$ cat config.mk
export PLATFORM = sky130hd
export DESIGN_NAME = tws_slave_rx
export DESIGN_NICKNAME = d
export VERILOG_FILES = /design/src/verilog/tws_pkg.sv /design/src/verilog/tws_line_sync.sv /design/src/verilog/tws_slave_rx.sv
export SDC_FILE = /design/constraint.sdc
export NUM_CORES = 1
export LEC_CHECK = 0
export BUFFER_PORTS_ARGS = -buffer_cell sky130_fd_sc_hd__buf_2
export CORE_MARGIN = 10
export CORE_UTILIZATION = 30
export DETAILED_ROUTE_END_ITERATION = 8
export PLACE_DENSITY = 0.49
export SKIP_CTS_REPAIR_TIMING = 1
export SLEW_MARGIN = 20
export SYNTH_ARGS = -nofsm -noshare
export SYNTH_HDL_FRONTEND = slang
export SYNTH_HIERARCHICAL = 1
export SYNTH_SLANG_ARGS = --single-unit
$ cat constraint.sdc
create_clock -name ref_clk -period 6.7 [get_ports ref_clk]
set_input_delay 1.34 -clock ref_clk [delete_from_list [all_inputs] [get_ports ref_clk]]
set_output_delay 1.34 -clock ref_clk [all_outputs]
set_load 0.01 [all_outputs]
$ cat src/verilog/tws_pkg.sv
/*
 * Shared constants for the two-wire slave receiver: register offsets,
 * reset values, control bit positions, status codes, timing and states.
 * Assumes a 20 MHz ref_clk and an 8-bit register port.
 */
package tws_pkg;
    // register offsets
    localparam logic [7:0] OFS_BITRATE = 8'hB8;
    localparam logic [7:0] OFS_STATUS = 8'hB9;
    localparam logic [7:0] OFS_ADDR = 8'hBA;
    localparam logic [7:0] OFS_DATA = 8'hBB;
    localparam logic [7:0] OFS_CTRL = 8'hBC;
    // reset values
    localparam logic [7:0] RST_BITRATE = 8'h00;
    localparam logic [7:0] RST_ADDR = 8'hFE;
    localparam logic [7:0] RST_DATA = 8'hFF;
    localparam logic [1:0] RST_PRESC = 2'h0;
    // control register bit positions
    localparam int CB_FLAG = 7;
    localparam int CB_ACK = 6;
    localparam int CB_BEGIN = 5;
    localparam int CB_HALT = 4;
    localparam int CB_WCOL = 3;
    localparam int CB_EN = 2;
    localparam int CB_IE = 0;
    // address register fields
    localparam int AB_GCE = 0;
    localparam logic [6:0] BROADCAST_ADDR = 7'h00;
    // status codes
    localparam logic [7:0] ST_NONE = 8'hF8;
    localparam logic [7:0] ST_BUS_ERR = 8'h00;
    localparam logic [7:0] ST_START = 8'h08;
    localparam logic [7:0] ST_RSTART = 8'h10;
    localparam logic [7:0] ST_SLA_W = 8'h60;
    localparam logic [7:0] ST_ARB_SLA = 8'h68;
    localparam logic [7:0] ST_GC = 8'h70;
    localparam logic [7:0] ST_ARB_GC = 8'h78;
    localparam logic [7:0] ST_DATA_ACK = 8'h80;
    localparam logic [7:0] ST_DATA_NACK = 8'h88;
    localparam logic [7:0] ST_GC_ACK = 8'h90;
    localparam logic [7:0] ST_GC_NACK = 8'h98;
    localparam logic [7:0] ST_STOP_RS = 8'hA0;
    localparam logic [7:0] STATUS_MASK = 8'hF8;
    // bit counting
    localparam logic [3:0] BITS_PER_BYTE = 4'h8;
    localparam logic [3:0] LAST_LEGAL_BIT = 4'h1;
    // timing
    localparam int CLK_NS = 50;
    localparam int T_BUF_NS = 4700;
    localparam int T_HDSTA_NS = 4000;
    localparam logic [7:0] BUF_CYC = 8'((T_BUF_NS + CLK_NS - 1) / CLK_NS);
    localparam logic [7:0] HDSTA_CYC = 8'((T_HDSTA_NS + CLK_NS - 1) / CLK_NS);
    // slave receiver states
    typedef enum logic [6:0] {
        S_IDLE = 7'h01,
        S_ADDR = 7'h02,
        S_AACK = 7'h04,
        S_DATA = 7'h08,
        S_DACK = 7'h10,
        S_HOLD = 7'h20,
        S_WAIT = 7'h40
    } tws_state_t;
    // start generator states
    typedef enum logic [2:0] {
        G_IDLE = 3'h1,
        G_SETUP = 3'h2,
        G_START = 3'h4
    } tws_gen_t;
endpackage

$ cat src/verilog/tws_line_sync.sv
/*
 * Two-flop synchronisers for the clock and data lines, with edge,
 * START and STOP detection on the synchronised levels.
 * Assumes the lines are asynchronous to ref_clk.
 */
`timescale 1ns/1ns
module tws_line_sync
    import tws_pkg::*;
(
    // clock and reset
    input wire logic ref_clk,
    input wire logic srst,
    // raw line levels
    input wire logic scl_i,
    input wire logic sda_i,
    // synchronised levels and events
    output logic scl_s,
    output logic sda_s,
    output logic scl_rise,
    output logic scl_fall,
    output logic start_det,
    output logic stop_det
);
    logic scl_m_r;
    logic sda_m_r;
    logic scl_d_r;
    logic sda_d_r;

    always_ff @(posedge ref_clk) begin
        if (srst) begin
            scl_m_r <= 1'b1;
            sda_m_r <= 1'b1;
            scl_s <= 1'b1;
            sda_s <= 1'b1;
            scl_d_r <= 1'b1;
            sda_d_r <= 1'b1;
        end else begin
            scl_m_r <= scl_i;
            sda_m_r <= sda_i;
            scl_s <= scl_m_r;
            sda_s <= sda_m_r;
            scl_d_r <= scl_s;
            sda_d_r <= sda_s;
        end
    end

    assign scl_rise = scl_s & ~scl_d_r;
    assign scl_fall = ~scl_s & scl_d_r;
    // data moving while the clock stays high marks START or STOP
    assign start_det = scl_s & scl_d_r & sda_d_r & ~sda_s;
    assign stop_det = scl_s & scl_d_r & ~sda_d_r & sda_s;
endmodule

$ cat src/verilog/tws_slave_rx.sv
/*
 * Two-wire slave receiver with status codes, bus error recovery and a
 * START generator that keeps bus ownership over repeated STARTs.
 * Assumes a 20 MHz ref_clk, open-drain lines resolved outside, and
 * master-transmit logic on the same clock reporting lost arbitration.
 */
`timescale 1ns/1ns
module tws_slave_rx
    import tws_pkg::*;
(
    // clock and reset
    input wire logic ref_clk,
    input wire logic srst,
    // register port
    input wire logic [7:0] reg_addr,
    input wire logic [7:0] reg_wdata,
    input wire logic reg_wr,
    input wire logic reg_rd,
    output logic [7:0] reg_rdata,
    // master logic on the same clock
    input wire logic arb_lost,
    // open-drain lines, enable low drives low
    input wire logic scl_i,
    output logic scl_o,
    output logic scl_oe_n,
    input wire logic sda_i,
    output logic sda_o,
    output logic sda_oe_n
);
    logic scl_s;
    logic sda_s;
    logic scl_rise;
    logic scl_fall;
    logic start_det;
    logic stop_det;

    tws_line_sync u_sync (
        .ref_clk(ref_clk),
        .srst(srst),
        .scl_i(scl_i),
        .sda_i(sda_i),
        .scl_s(scl_s),
        .sda_s(sda_s),
        .scl_rise(scl_rise),
        .scl_fall(scl_fall),
        .start_det(start_det),
        .stop_det(stop_det)
    );

    function automatic logic is_gc_code(input logic [7:0] code);
        is_gc_code = (code == ST_GC) || (code == ST_ARB_GC) || (code == ST_GC_ACK);
    endfunction

    // registers
    logic [7:0] bitrate_r;
    logic [1:0] presc_r;
    logic [7:0] addr_r;
    logic [7:0] data_r;
    logic flag_r;
    logic ack_en_r;
    logic begin_r;
    logic halt_r;
    logic wcol_r;
    logic en_r;
    logic ie_r;
    logic [7:0] code_r;
    logic busy_r;
    logic owned_r;
    logic arb_r;
    logic [7:0] rd_data_r;
    // receiver
    tws_state_t state_r;
    tws_state_t state_nxt;
    logic [3:0] cnt_r;
    logic [3:0] cnt_nxt;
    logic [7:0] shift_r;
    logic [7:0] shift_nxt;
    logic drive_ack_r;
    logic drive_ack_nxt;
    logic rx_set;
    logic [7:0] rx_code;
    logic load_data;
    // generator
    tws_gen_t gen_r;
    tws_gen_t gen_nxt;
    logic [7:0] tmr_r;
    logic [7:0] tmr_nxt;
    logic gen_sda_low;
    logic gen_done;
    logic scl_hold_r;
    logic scl_low_nxt;
    logic sda_low_nxt;

    // register decode
    wire wr_ctrl = reg_wr && (reg_addr == OFS_CTRL);
    wire wr_addr = reg_wr && (reg_addr == OFS_ADDR);
    wire wr_data = reg_wr && (reg_addr == OFS_DATA);
    wire wr_status = reg_wr && (reg_addr == OFS_STATUS);
    wire wr_bitrate = reg_wr && (reg_addr == OFS_BITRATE);
    wire service = wr_ctrl && reg_wdata[CB_FLAG] && flag_r;
    wire recover = service && reg_wdata[CB_HALT];
    wire ack_now = wr_ctrl ? reg_wdata[CB_ACK] : ack_en_r;
    wire [7:0] status_rd = (flag_r ? code_r : ST_NONE) & STATUS_MASK;
    wire [7:0] ctrl_rd = {flag_r, ack_en_r, begin_r, halt_r, wcol_r, en_r, 1'b0, ie_r};
    wire [7:0] rd_sel = (reg_addr == OFS_STATUS) ? (status_rd | {6'h00, presc_r}) :
                        (reg_addr == OFS_CTRL) ? ctrl_rd :
                        (reg_addr == OFS_ADDR) ? addr_r :
                        (reg_addr == OFS_DATA) ? data_r :
                        (reg_addr == OFS_BITRATE) ? bitrate_r : 8'h00;
    // address match, only with acknowledge enabled
    wire own_hit = ack_en_r && (shift_r[7:1] == addr_r[7:1]) && !shift_r[0];
    wire gc_hit = ack_en_r && addr_r[AB_GCE] && (shift_r[7:1] == BROADCAST_ADDR);
    wire early_bit = (cnt_r <= LAST_LEGAL_BIT);
    wire flag_set = rx_set || gen_done;
    wire [7:0] set_code = rx_set ? rx_code : (owned_r ? ST_RSTART : ST_START);

    always_comb begin
        state_nxt = state_r;
        cnt_nxt = cnt_r;
        shift_nxt = shift_r;
        drive_ack_nxt = drive_ack_r;
        rx_set = 1'b0;
        rx_code = ST_NONE;
        load_data = 1'b0;
        case (state_r)
            S_IDLE: begin
                // the START that this block drives itself opens no address phase
                if (start_det && en_r && !owned_r && gen_r != G_START) begin
                    state_nxt = S_ADDR;
                    cnt_nxt = 4'h0;
                end
            end
            S_ADDR: begin
                if ((start_det || stop_det) && !early_bit) begin
                    rx_set = 1'b1;
                    rx_code = ST_BUS_ERR;
                    state_nxt = S_WAIT;
                end else if (start_det) begin
                    cnt_nxt = 4'h0;
                end else if (stop_det) begin
                    state_nxt = S_IDLE;
                end else if (scl_rise) begin
                    shift_nxt = {shift_r[6:0], sda_s};
                    cnt_nxt = cnt_r + 4'h1;
                end else if (scl_fall && cnt_r == BITS_PER_BYTE) begin
                    state_nxt = (own_hit || gc_hit) ? S_AACK : S_IDLE;
                    drive_ack_nxt = own_hit || gc_hit;
                end
            end
            S_AACK, S_DACK: begin
                if (start_det || stop_det) begin
                    rx_set = 1'b1;
                    rx_code = ST_BUS_ERR;
                    drive_ack_nxt = 1'b0;
                    state_nxt = S_WAIT;
                end else if (scl_fall) begin
                    rx_set = 1'b1;
                    drive_ack_nxt = 1'b0;
                    if (state_r == S_AACK) begin
                        state_nxt = S_HOLD;
                        if (own_hit) begin
                            rx_code = arb_r ? ST_ARB_SLA : ST_SLA_W;
                        end else begin
                            rx_code = arb_r ? ST_ARB_GC : ST_GC;
                        end
                    end else begin
                        state_nxt = drive_ack_r ? S_HOLD : S_WAIT;
                        if (is_gc_code(code_r)) begin
                            rx_code = drive_ack_r ? ST_GC_ACK : ST_GC_NACK;
                        end else begin
                            rx_code = drive_ack_r ? ST_DATA_ACK : ST_DATA_NACK;
                        end
                    end
                end
            end
            S_DATA: begin
                if ((start_det || stop_det) && early_bit) begin
                    rx_set = 1'b1;
                    rx_code = ST_STOP_RS;
                    state_nxt = S_WAIT;
                end else if (start_det || stop_det) begin
                    rx_set = 1'b1;
                    rx_code = ST_BUS_ERR;
                    state_nxt = S_WAIT;
                end else if (scl_rise) begin
                    shift_nxt = {shift_r[6:0], sda_s};
                    cnt_nxt = cnt_r + 4'h1;
                end else if (scl_fall && cnt_r == BITS_PER_BYTE) begin
                    load_data = 1'b1;
                    drive_ack_nxt = ack_en_r;
                    state_nxt = S_DACK;
                end
            end
            S_HOLD: begin
                if (service) begin
                    state_nxt = recover ? S_IDLE : S_DATA;
                    cnt_nxt = 4'h0;
                end
            end
            S_WAIT: begin
                // after A0, a nacked byte or a bus error: not addressed
                if (service) begin
                    state_nxt = S_IDLE;
                end
            end
            default: begin
                state_nxt = S_IDLE;
            end
        endcase
        if (!en_r) begin
            state_nxt = S_IDLE;
            drive_ack_nxt = 1'b0;
        end
    end

    // START generator: waits for a free bus, or its own bus for a restart
    always_comb begin
        gen_nxt = gen_r;
        tmr_nxt = tmr_r;
        gen_sda_low = 1'b0;
        gen_done = 1'b0;
        case (gen_r)
            G_IDLE: begin
                if (begin_r && en_r && !flag_r && state_r == S_IDLE && (!busy_r || owned_r)) begin
                    gen_nxt = G_SETUP;
                    tmr_nxt = BUF_CYC;
                end
            end
            G_SETUP: begin
                if (!scl_s || !sda_s || (busy_r && !owned_r)) begin
                    tmr_nxt = BUF_CYC;
                end else if (tmr_r == 8'h00) begin
                    gen_nxt = G_START;
                    tmr_nxt = HDSTA_CYC;
                end else begin
                    tmr_nxt = tmr_r - 8'h01;
                end
            end
            G_START: begin
                gen_sda_low = 1'b1;
                if (tmr_r == 8'h00) begin
                    gen_done = !rx_set;
                    gen_nxt = rx_set ? G_IDLE : gen_r;
                    if (!rx_set) begin
                        gen_nxt = G_IDLE;
                    end
                end else begin
                    tmr_nxt = tmr_r - 8'h01;
                end
            end
            default: begin
                gen_nxt = G_IDLE;
            end
        endcase
        if (!en_r || recover) begin
            gen_nxt = G_IDLE;
        end
    end

    // stretch the clock while software services an address match or an acked data byte
    assign scl_low_nxt = ((state_nxt == S_HOLD) && flag_r && !service) || (state_nxt == S_HOLD && rx_set)
                         || (gen_done || (scl_hold_r && owned_r && flag_r && !service));
    // data stays low under the held clock after an own START, so no STOP can appear
    assign sda_low_nxt = drive_ack_nxt || (gen_nxt == G_START) || (gen_sda_low && !gen_done)
                         || gen_done || (scl_hold_r && owned_r && flag_r && !service);

    always_ff @(posedge ref_clk) begin
        if (srst) begin
            state_r <= S_IDLE;
            gen_r <= G_IDLE;
            cnt_r <= 4'h0;
            shift_r <= 8'h00;
            drive_ack_r <= 1'b0;
            tmr_r <= 8'h00;
            scl_hold_r <= 1'b0;
            scl_oe_n <= 1'b1;
            sda_oe_n <= 1'b1;
            scl_o <= 1'b0;
            sda_o <= 1'b0;
        end else begin
            state_r <= state_nxt;
            gen_r <= gen_nxt;
            cnt_r <= cnt_nxt;
            shift_r <= shift_nxt;
            drive_ack_r <= drive_ack_nxt;
            tmr_r <= tmr_nxt;
            scl_hold_r <= scl_low_nxt && !recover;
            scl_oe_n <= !(scl_low_nxt && !recover);
            sda_oe_n <= !(sda_low_nxt && !recover);
        end
    end

    // flag and status: a hardware set wins over a software clear
    always_ff @(posedge ref_clk) begin
        if (srst) begin
            flag_r <= 1'b0;
            code_r <= ST_NONE;
        end else if (flag_set) begin
            flag_r <= 1'b1;
            code_r <= set_code;
        end else if (service) begin
            flag_r <= 1'b0;
        end
    end

    // control bits
    always_ff @(posedge ref_clk) begin
        if (srst) begin
            ack_en_r <= 1'b0;
            begin_r <= 1'b0;
            halt_r <= 1'b0;
            wcol_r <= 1'b0;
            en_r <= 1'b0;
            ie_r <= 1'b0;
        end else begin
            if (wr_ctrl) begin
                ack_en_r <= reg_wdata[CB_ACK];
                en_r <= reg_wdata[CB_EN];
                ie_r <= reg_wdata[CB_IE];
                wcol_r <= reg_wdata[CB_WCOL];
                begin_r <= reg_wdata[CB_BEGIN];
                halt_r <= reg_wdata[CB_HALT] && !recover;
            end else if (gen_done) begin
                begin_r <= 1'b0;
            end
            if (wr_data && !flag_r) begin
                wcol_r <= 1'b1;
            end
        end
    end

    // bus state, ownership and other registers
    always_ff @(posedge ref_clk) begin
        if (srst) begin
            busy_r <= 1'b0;
            owned_r <= 1'b0;
            arb_r <= 1'b0;
            addr_r <= RST_ADDR;
            data_r <= RST_DATA;
            bitrate_r <= RST_BITRATE;
            presc_r <= RST_PRESC;
            rd_data_r <= 8'h00;
        end else begin
            busy_r <= (busy_r || start_det) && !stop_det;
            // a repeated START leaves ownership in place
            owned_r <= (owned_r || gen_done) && !stop_det && !recover && en_r;
            // lost arbitration is kept until the next address phase ends, matched or not
            arb_r <= (arb_r || arb_lost) && !(state_r == S_AACK && scl_fall)
                     && !(state_r == S_ADDR && state_nxt == S_IDLE);
            if (wr_addr) begin
                addr_r <= reg_wdata;
            end
            if (load_data) begin
                data_r <= shift_r;
            end else if (wr_data && flag_r) begin
                data_r <= reg_wdata;
            end
            if (wr_bitrate) begin
                bitrate_r <= reg_wdata;
            end
            if (wr_status) begin
                presc_r <= reg_wdata[1:0];
            end
            rd_data_r <= reg_rd ? rd_sel : 8'h00;
        end
    end

    assign reg_rdata = rd_data_r;
endmodule
==> results of run 1 <==
[cell type report]
type	instances	area, µm²
Tap cell	211	264
Multi-Input combinational cell	446	2770
Sequential cell	89	1780
Clock buffer	10	229
Fill cell	1651	10100
Timing Repair Buffer	33	168
Inverter	12	45.0
Clock inverter	5	56.3
[power by group]
group	total, µW	internal [µW]	switching [µW]
clock network	510	287	223
registers	533	531	1.81
logic	43.1	14.2	28.8
total	1090	833	253
[through the flow]
stage	setup WS [ns]	std cells	power (µW)	area (µm²)	hold WS [ns]
floorplan	3.73	582	570	4750	0.383
global placement	3.01	791	588	5020	0.385
detailed placement	2.92	791	588	5020	0.392
CTS	3.29	806	1100	5310	0.407
global route	3.05	806	1120	5320	0.434
finish	3.27	806	1090	5320	0.404
[path summary, 6_finish.rpt]
kind | end | slack (ns) | cells past startpoint
setup / recovery | sda_oe_n | 3.27 | 7
hold / removal | u_sync/sda_s | 0.40 | 1
setup reg to reg | data_r[7] | 3.90 | 6
hold reg to reg | u_sync/sda_s | 0.40 | 1
[registers in the layout, summed over array words and instances, names as in the netlist, 2 cells and up]
signal / flops
cnt_r: 4
reg_rdata: 8
code_r: 5
shift_r: 8
tmr_r: 8
bitrate_r: 8
presc_r: 2
state_r: 7
gen_r: 3
addr_r: 8
data_r: 8
[cell usage after synthesis (7+ instances only)]
| library cell | number |
|---|---|
| sky130_fd_sc_hd__and2_1 | 10 |
| sky130_fd_sc_hd__clkbuf_1 | 22 |
| sky130_fd_sc_hd__nor2_1 | 58 |
| sky130_fd_sc_hd__inv_1 | 12 |
| sky130_fd_sc_hd__or2_1 | 7 |
| sky130_fd_sc_hd__and3_1 | 7 |
| sky130_fd_sc_hd__a22o_1 | 8 |
| sky130_fd_sc_hd__a21oi_1 | 36 |
| sky130_fd_sc_hd__nand3_1 | 27 |
| sky130_fd_sc_hd__dfxtp_1 | 89 |
| sky130_fd_sc_hd__a211o_1 | 8 |
| sky130_fd_sc_hd__o21ai_1 | 8 |
| sky130_fd_sc_hd__nor3_1 | 17 |
| sky130_fd_sc_hd__o21ai_0 | 22 |
| sky130_fd_sc_hd__xnor2_1 | 8 |
| sky130_fd_sc_hd__or2_2 | 7 |
| sky130_fd_sc_hd__nand2b_1 | 17 |
| sky130_fd_sc_hd__a31oi_1 | 7 |
| sky130_fd_sc_hd__mux2_2 | 8 |
| sky130_fd_sc_hd__mux2i_1 | 16 |
| sky130_fd_sc_hd__nand2_1 | 66 |
| sky130_fd_sc_hd__nor2b_1 | 10 |
| sky130_fd_sc_hd__buf_2 | 9 |
| sky130_fd_sc_hd__nand4_1 | 8 |
[per-layer routing]
metal | global-route usage | up-vias | routed length (µm)
met5 | 0 | - | 0
met3 | 0.0354 | 20 | 671
met2 | 0.203 | 119 | 6350
li1 | - | 2119 | -
met4 | 0.0506 | 0 | 250
met1 | 0.174 | 2066 | 6590
[cell usage in the layout, fill, tap and decap left out, types with 7 or more instances in the layout]
cell                        netlist  layout
sky130_fd_sc_hd__dfxtp_1         89      89
sky130_fd_sc_hd__nand2_1         66      66
sky130_fd_sc_hd__nor2_1          58      58
sky130_fd_sc_hd__a21oi_1         36      36
sky130_fd_sc_hd__buf_2            9      32
sky130_fd_sc_hd__nand3_1         27      27
sky130_fd_sc_hd__o21ai_0         22      22
sky130_fd_sc_hd__nor3_1          17      17
sky130_fd_sc_hd__nand2b_1        17      17
sky130_fd_sc_hd__mux2i_1         16      16
sky130_fd_sc_hd__inv_1           12      12
sky130_fd_sc_hd__and2_1          10      10
sky130_fd_sc_hd__nor2b_1         10      10
sky130_fd_sc_hd__clkbuf_16        0       9
sky130_fd_sc_hd__nand4_1          8       8
sky130_fd_sc_hd__a211o_1          8       8
sky130_fd_sc_hd__mux2_2           8       8
sky130_fd_sc_hd__a22o_1           8       8
sky130_fd_sc_hd__o21ai_1          8       8
sky130_fd_sc_hd__xnor2_1          8       8
sky130_fd_sc_hd__and3_1           7       7
sky130_fd_sc_hd__a31oi_1          7       7
sky130_fd_sc_hd__or2_1            7       7
sky130_fd_sc_hd__or2_2            7       7
[logic make-up after synthesis]
kind of cell / Yosys count / synth area share
simple gates: 268 / 0.296
compound gates: 137 / 0.198
flops: 89 / 0.375
buf+inv: 47 / 0.0443
mux: 24 / 0.0527
xor+xnor: 9 / 0.0166
fa+ha+maj: 6 / 0.0158
other cells: 1 / 0.000790
==> summary.json, run 1 <==
{
  "viasPerCell": 5.36,
  "cts_root_buffer": "sky130_fd_sc_hd__clkbuf_16",
  "critical-path-top-delay-family": "compound AO/OA/AOI/OAI gates",
  "unrepaired_setup_endpoints_after_global_routing": "no",
  "wirelength_um": 13900,
  "drtIter0Drc": 421,
  "netlist_instances": 581,
  "timing_worst_slew_pin_value_ns": 0.910,
  "finalNetCount": 620,
  "track_usage": 0.133,
  "cts_htree_levels": 3,
  "timing.critical_path.arrival_ns": 3.71,
  "grt_max_degree": 69,
  "grt_pass1_vias": 4217,
  "numCtsBuffers": 9,
  "p_per_area_nw_per_um2": 204,
  "floorplan.io_pins": 35,
  "synth-async-reset-ratio": 0,
  "effective_utilization_at_floorplan": 0.309,
  "criticalPathCategory": "primary input to register",
  "post-route-drc-count": 0,
  "critPathMaxFanout": 14,
  "place_hpwl_um": 10200,
  "synthesis.area_um2": 4750,
  "yosys_most_used_dff": "sky130_fd_sc_hd__dfxtp_1",
  "synthDistinctLibCells": 70,
  "timing.clock.skew_ns": 0.00593,
  "utilization": 0.346,
  "leading_area_contributor_after_synthesis": "sky130_fd_sc_hd__dfxtp_1",
  "grt-ovfl-total": 0,
  "path_clk_slew_ns": 0.06,
  "chain_of_cells_forming_the_critical_path": "buf_2 -> nor2_1 -> nand4_1 -> o2111a_1 -> a311o_1 -> a311o_1 -> o211ai_1",
  "run_status": "complete, no violations",
  "hold_viol": 0,
  "drive_gt1_frac": 0.119,
  "ys_seq_elements": 89,
  "worst_path_largest_cell_delay_ns": 0.53,
  "number_of_vias_after_detailed_routing": 4324,
  "timing.critical_path.required_ns": 6.98,
  "timing.critical_path.buf_inv": 1,
  "cts_sinks": 89,
  "setup.worst_path.end_class": "register",
  "report.final.slew_viol_count": 0,
  "area_overhead_of_the_layout_relative_to_synthesis_pct": 12.0,
  "worst_r2r_startpoint": "u_sync/sda_s",
  "crit_top_cell": "sky130_fd_sc_hd__a311o_1",
  "critPathLaunchType": "primary input",
  "ys_seq_area_frac": 0.375,
  "leakage_uw": 0.00198,
  "min_from": "u_sync/sda_m_r",
  "drtAntennaViolNets": 0,
  "rows": 45,
  "detailedRoute.firstPassIterationCount": 7,
  "worst_slew_margin_rel": 0.388,
  "finalWorstPathRequiredPeriod_ns": 3.43,
  "cap_violations": 0,
  "avgSynthCellArea_um2": 8.17,
  "synth.top_cells.by_area": "sky130_fd_sc_hd__dfxtp_1 (38%), sky130_fd_sc_hd__nand2_1 (5.2%), sky130_fd_sc_hd__nor2_1 (4.6%)",
  "clk_lat_worst_skew_ns": 0.36,
  "hold_path_class": "register to register",
  "critPathSlowestCell": "sky130_fd_sc_hd__nor2_1",
  "core_area_um2": 15400,
  "yosysWarnings": 6,
  "period_share": 0.512,
  "fin_tns_setup_ns": 0,
  "fp.dieH_um": 146,
  "port-buffer-count": 32,
  "fp.dieArea_um2": 21300,
  "worst_ir_drop_vdd_mv": 0.122,
  "grt_pass1_wl_um": 23000,
  "clock_path_buffers": 2,
  "route.detailed.wl_per_inst_um": 17.2,
  "fp.dieW_um": 146,
  "synth_enable_flop_cells": 0,
  "critical_path.startpoint": "reg_addr[0]",
  "initial_antenna_violation_count": 0,
  "achievable-frequency_mhz": 291,
  "synth_largest_type_area_fraction": 0.375,
  "gp_congestion": 0.865,
  "cts_tree": "done",
  "n_antenna_cell": 0,
  "setup_viol": 0
}
(Power assumes the default switching activity.)
==> run 2: changes to the inputs <==
Settings changed: PLACE_DENSITY 0.49 to 0.51.
Clock period 6.7 ns to 3.1 ns, I/O delays scaled along.
==> summary.json, run 2 (synthesis gave the netlist of run 1 again) <==
{
  "most-common-layout-cells": "sky130_fd_sc_hd__dfxtp_1 (89), sky130_fd_sc_hd__nand2_1 (66), sky130_fd_sc_hd__nor2_1 (58), sky130_fd_sc_hd__a21oi_1 (36), sky130_fd_sc_hd__buf_2 (32)",
  "report.final.slew_viol_count": {"value": 0, "change": "unchanged"},
  "min_from": "u_sync/sda_m_r",
  "cts_sinks": {"value": 89, "change": "unchanged"},
  "cts_tree": "done",
  "grt_pass1_wl": {"value": 22400, "unit": "µm", "change": "-2.4%"},
  "p_per_area": {"value": 435, "unit": "nW/µm²", "change": "+110%"},
  "setup_viol": {"value": 0, "change": "unchanged"},
  "cts_root_buffer": "sky130_fd_sc_hd__clkbuf_16",
  "finalWorstPathRequiredPeriod_ns": 2.52,
  "wirelength": {"value": 13800, "unit": "µm", "change": "-0.27%"},
  "place_hpwl": {"value": 10300, "unit": "µm", "change": "+0.91%"},
  "hold_path_class": "register to register",
  "setup.worst_path.end_class": "register",
  "numCtsBuffers": {"value": 9, "change": "unchanged"},
  "viasPerCell": {"value": 5.32, "change": "-0.87%"},
  "drive_gt1_frac": {"value": 0.141, "change": "+0.0219"},
  "fin_tns_setup": {"value": 0, "unit": "ns", "change": "unchanged"},
  "drtAntennaViolNets": {"value": 0, "change": "unchanged"},
  "fraction_of_power_spent_switching_nets": {"value": 0.256, "change": "+0.0230"},
  "fp.dieH": {"value": 146, "unit": "µm", "change": "unchanged"},
  "hold_viol": {"value": 0, "change": "unchanged"},
  "worst_ir_drop_vdd": {"value": 0.317, "unit": "mV", "change": "+160%"},
  "effective_utilization_at_floorplan": {"value": 0.309, "change": "unchanged"},
  "route.detailed.wl_per_inst": {"value": 16.9, "unit": "µm", "change": "-2.0%"},
  "detailedRoute.firstPassIterationCount": {"value": 5, "change": "-2"},
  "pwr-share-clk": {"value": 0.470, "change": "about the same"},
  "worst_slew_margin_rel": {"value": 0.501, "change": "+0.114"},
  "gp_congestion": {"value": 0.881, "change": "+1.9%"},
  "layout.filler_cells": {"value": 1641, "change": "-0.61%"},
  "grt-ovfl-total": {"value": 0, "change": "unchanged"},
  "port-buffer-count": {"value": 32, "change": "unchanged"},
  "grt_max_degree": {"value": 69, "change": "unchanged"},
  "finalNetCount": {"value": 633, "change": "+2.1%"},
  "timing.clock.skew": {"value": 0.00914, "unit": "ns", "change": "+0.00321 ns"},
  "power.total": {"value": 2360, "unit": "µW", "change": "+120%"},
  "area_overhead_of_the_layout_relative_to_synthesis_pct": 14.1,
  "whs_path_depth": {"value": 1, "change": "unchanged"},
  "power.share.sequential": {"value": 0.488, "change": "-0.003"},
  "cap_violations": {"value": 0, "change": "unchanged"},
  "final_common_cell": "sky130_fd_sc_hd__dfxtp_1",
  "timing.critical_path.arrival": {"value": 2.77, "unit": "ns", "change": "-0.94 ns"},
  "grt_pass1_vias": {"value": 4156, "change": "-1.4%"},
  "timing.reg2reg.worst_path_depth": {"value": 7, "change": "+1"},
  "intPower": {"value": 1750, "unit": "µW", "change": "+110%"},
  "leakage": {"value": 0.00204, "unit": "µW", "change": "+3.3%"},
  "critical_path.startpoint": "u_sync/sda_s",
  "chain_of_cells_forming_the_critical_path": "and4b_1 -> or2_2 -> nor4_4 -> nand2_2 -> nand3_1 -> o21ai_1 -> a211o_1",
  "clk_lat_worst_skew": {"value": 0.36, "unit": "ns", "change": "about the same"},
  "path_clk_slew": {"value": 0.07, "unit": "ns", "change": "about the same"},
  "initial_antenna_violation_count": {"value": 0, "change": "unchanged"},
  "fp.dieArea": {"value": 21300, "unit": "µm²", "change": "unchanged"},
  "unrepaired_setup_endpoints_after_global_routing": "no",
  "post-route-drc-count": {"value": 0, "change": "unchanged"},
  "share_comb_of_total_power": {"value": 0.041, "change": "about the same"},
  "period_share": 0.813,
  "timing.critical_path.buf_inv": {"value": 0, "change": "-1"},
  "fp.dieW": {"value": 146, "unit": "µm", "change": "unchanged"},
  "achievable-frequency_mhz": 397,
  "track_usage": {"value": 0.129, "change": "-0.00399"},
  "critPathMaxFanout": {"value": 15, "change": "+1"},
  "critical-path-top-delay-family": "simple AND/OR/NAND/NOR gates",
  "run_status": "complete, no violations",
  "floorplan.io_pins": {"value": 35, "change": "unchanged"},
  "worst_path_largest_cell_delay": {"value": 0.44, "unit": "ns", "change": "-0.09 ns"},
  "clock_path_buffers": {"value": 2, "change": "unchanged"},
  "worstSetupPathDepth": {"value": 7, "change": "unchanged"},
  "number_of_vias_after_detailed_routing": {"value": 4361, "change": "+0.86%"},
  "critPathLaunchType": "register",
  "drtIter0Drc": {"value": 430, "change": "+2.1%"},
  "timing_worst_slew_pin_value": {"value": 0.737, "unit": "ns", "change": "-0.172 ns"},
  "n_antenna_cell": {"value": 0, "change": "unchanged"},
  "rows": {"value": 45, "change": "unchanged"},
  "net_switching_power_of_the_design": {"value": 604, "unit": "µW", "change": "+140%"},
  "cts_htree_levels": {"value": 3, "change": "unchanged"},
  "criticalPathCategory": "register to register",
  "critPathSlowestCell": "sky130_fd_sc_hd__nor4_4",
  "worst_r2r_startpoint": "u_sync/sda_s",
  "core_area": {"value": 15400, "unit": "µm²", "change": "unchanged"},
  "timing.critical_path.required": {"value": 3.35, "unit": "ns", "change": "-3.63 ns"}
}
## run 2: worst register-to-register path, cell delays in order (launching register included)
cell and delay [ns]:
sky130_fd_sc_hd__dfxtp_1 0.41, sky130_fd_sc_hd__and4b_1 0.34, sky130_fd_sc_hd__or2_2 0.41, sky130_fd_sc_hd__nor4_4 0.44, sky130_fd_sc_hd__nand2_2 0.29, sky130_fd_sc_hd__nand3_1 0.18, sky130_fd_sc_hd__o21ai_1 0.08, sky130_fd_sc_hd__a211o_1 0.27
## run 2: area by class of cell
class | instances | area [µm²] | share of cell area
multi-input cells | 446 | 2770 | 0.511
flip-flops and latches | 89 | 1780 | 0.329
repair buffers | 46 | 265 | 0.0490
well taps | 211 | 264 | 0.0487
clock buffers | 9 | 225 | 0.0416
clock inverters | 7 | 70.1 | 0.0129
inverters | 12 | 45.0 | 0.00832
## run 2: final timing paths
path                   to  slack (ns)
max reg2reg     data_r[5]        0.58
max             data_r[5]        0.58
min reg2reg  u_sync/sda_s        0.40
min          u_sync/sda_s        0.40
## run 2: routing by layer
| layer | vias to the layer above | routed length (µm) | track usage |
|---|---|---|---|
| met5 | - | 0 | 0 |
| met4 | 0 | 131 | 0.0339 |
| met3 | 13 | 863 | 0.0354 |
| met2 | 144 | 6240 | 0.200 |
| met1 | 2068 | 6600 | 0.171 |
| li1 | 2136 | - | - |
## run 2: power by group through the flow
stage | clock (µW) | combinational, µW | sequential (µW)
after global placement | 0 | 95.7 | 1180
after global routing | 1180 | 104 | 1150
after detailed placement | 0 | 96.1 | 1180
after CTS | 1140 | 96.4 | 1150
after floorplan | 0 | 54.8 | 1180
final | 1110 | 96.8 | 1150
## run 2: per-stage QoR
| stage | area, µm² | instances | utilization | hold WS (ns) | worst slack, ns |
|---|---|---|---|---|---|
| 3_5_place_dp | 5120 | 804 | 0.333 | 0.390 | 0.448 |
| 3_3_place_gp | 5120 | 804 | 0.333 | 0.393 | 0.528 |
| 6_report | 5420 | 820 | 0.352 | 0.405 | 0.581 |
| 5_1_grt | 5420 | 820 | 0.352 | 0.425 | 0.318 |
| 2_1_floorplan | 4750 | 582 | - | 0.383 | 0.824 |
| 4_1_cts | 5420 | 820 | 0.352 | 0.407 | 0.621 |
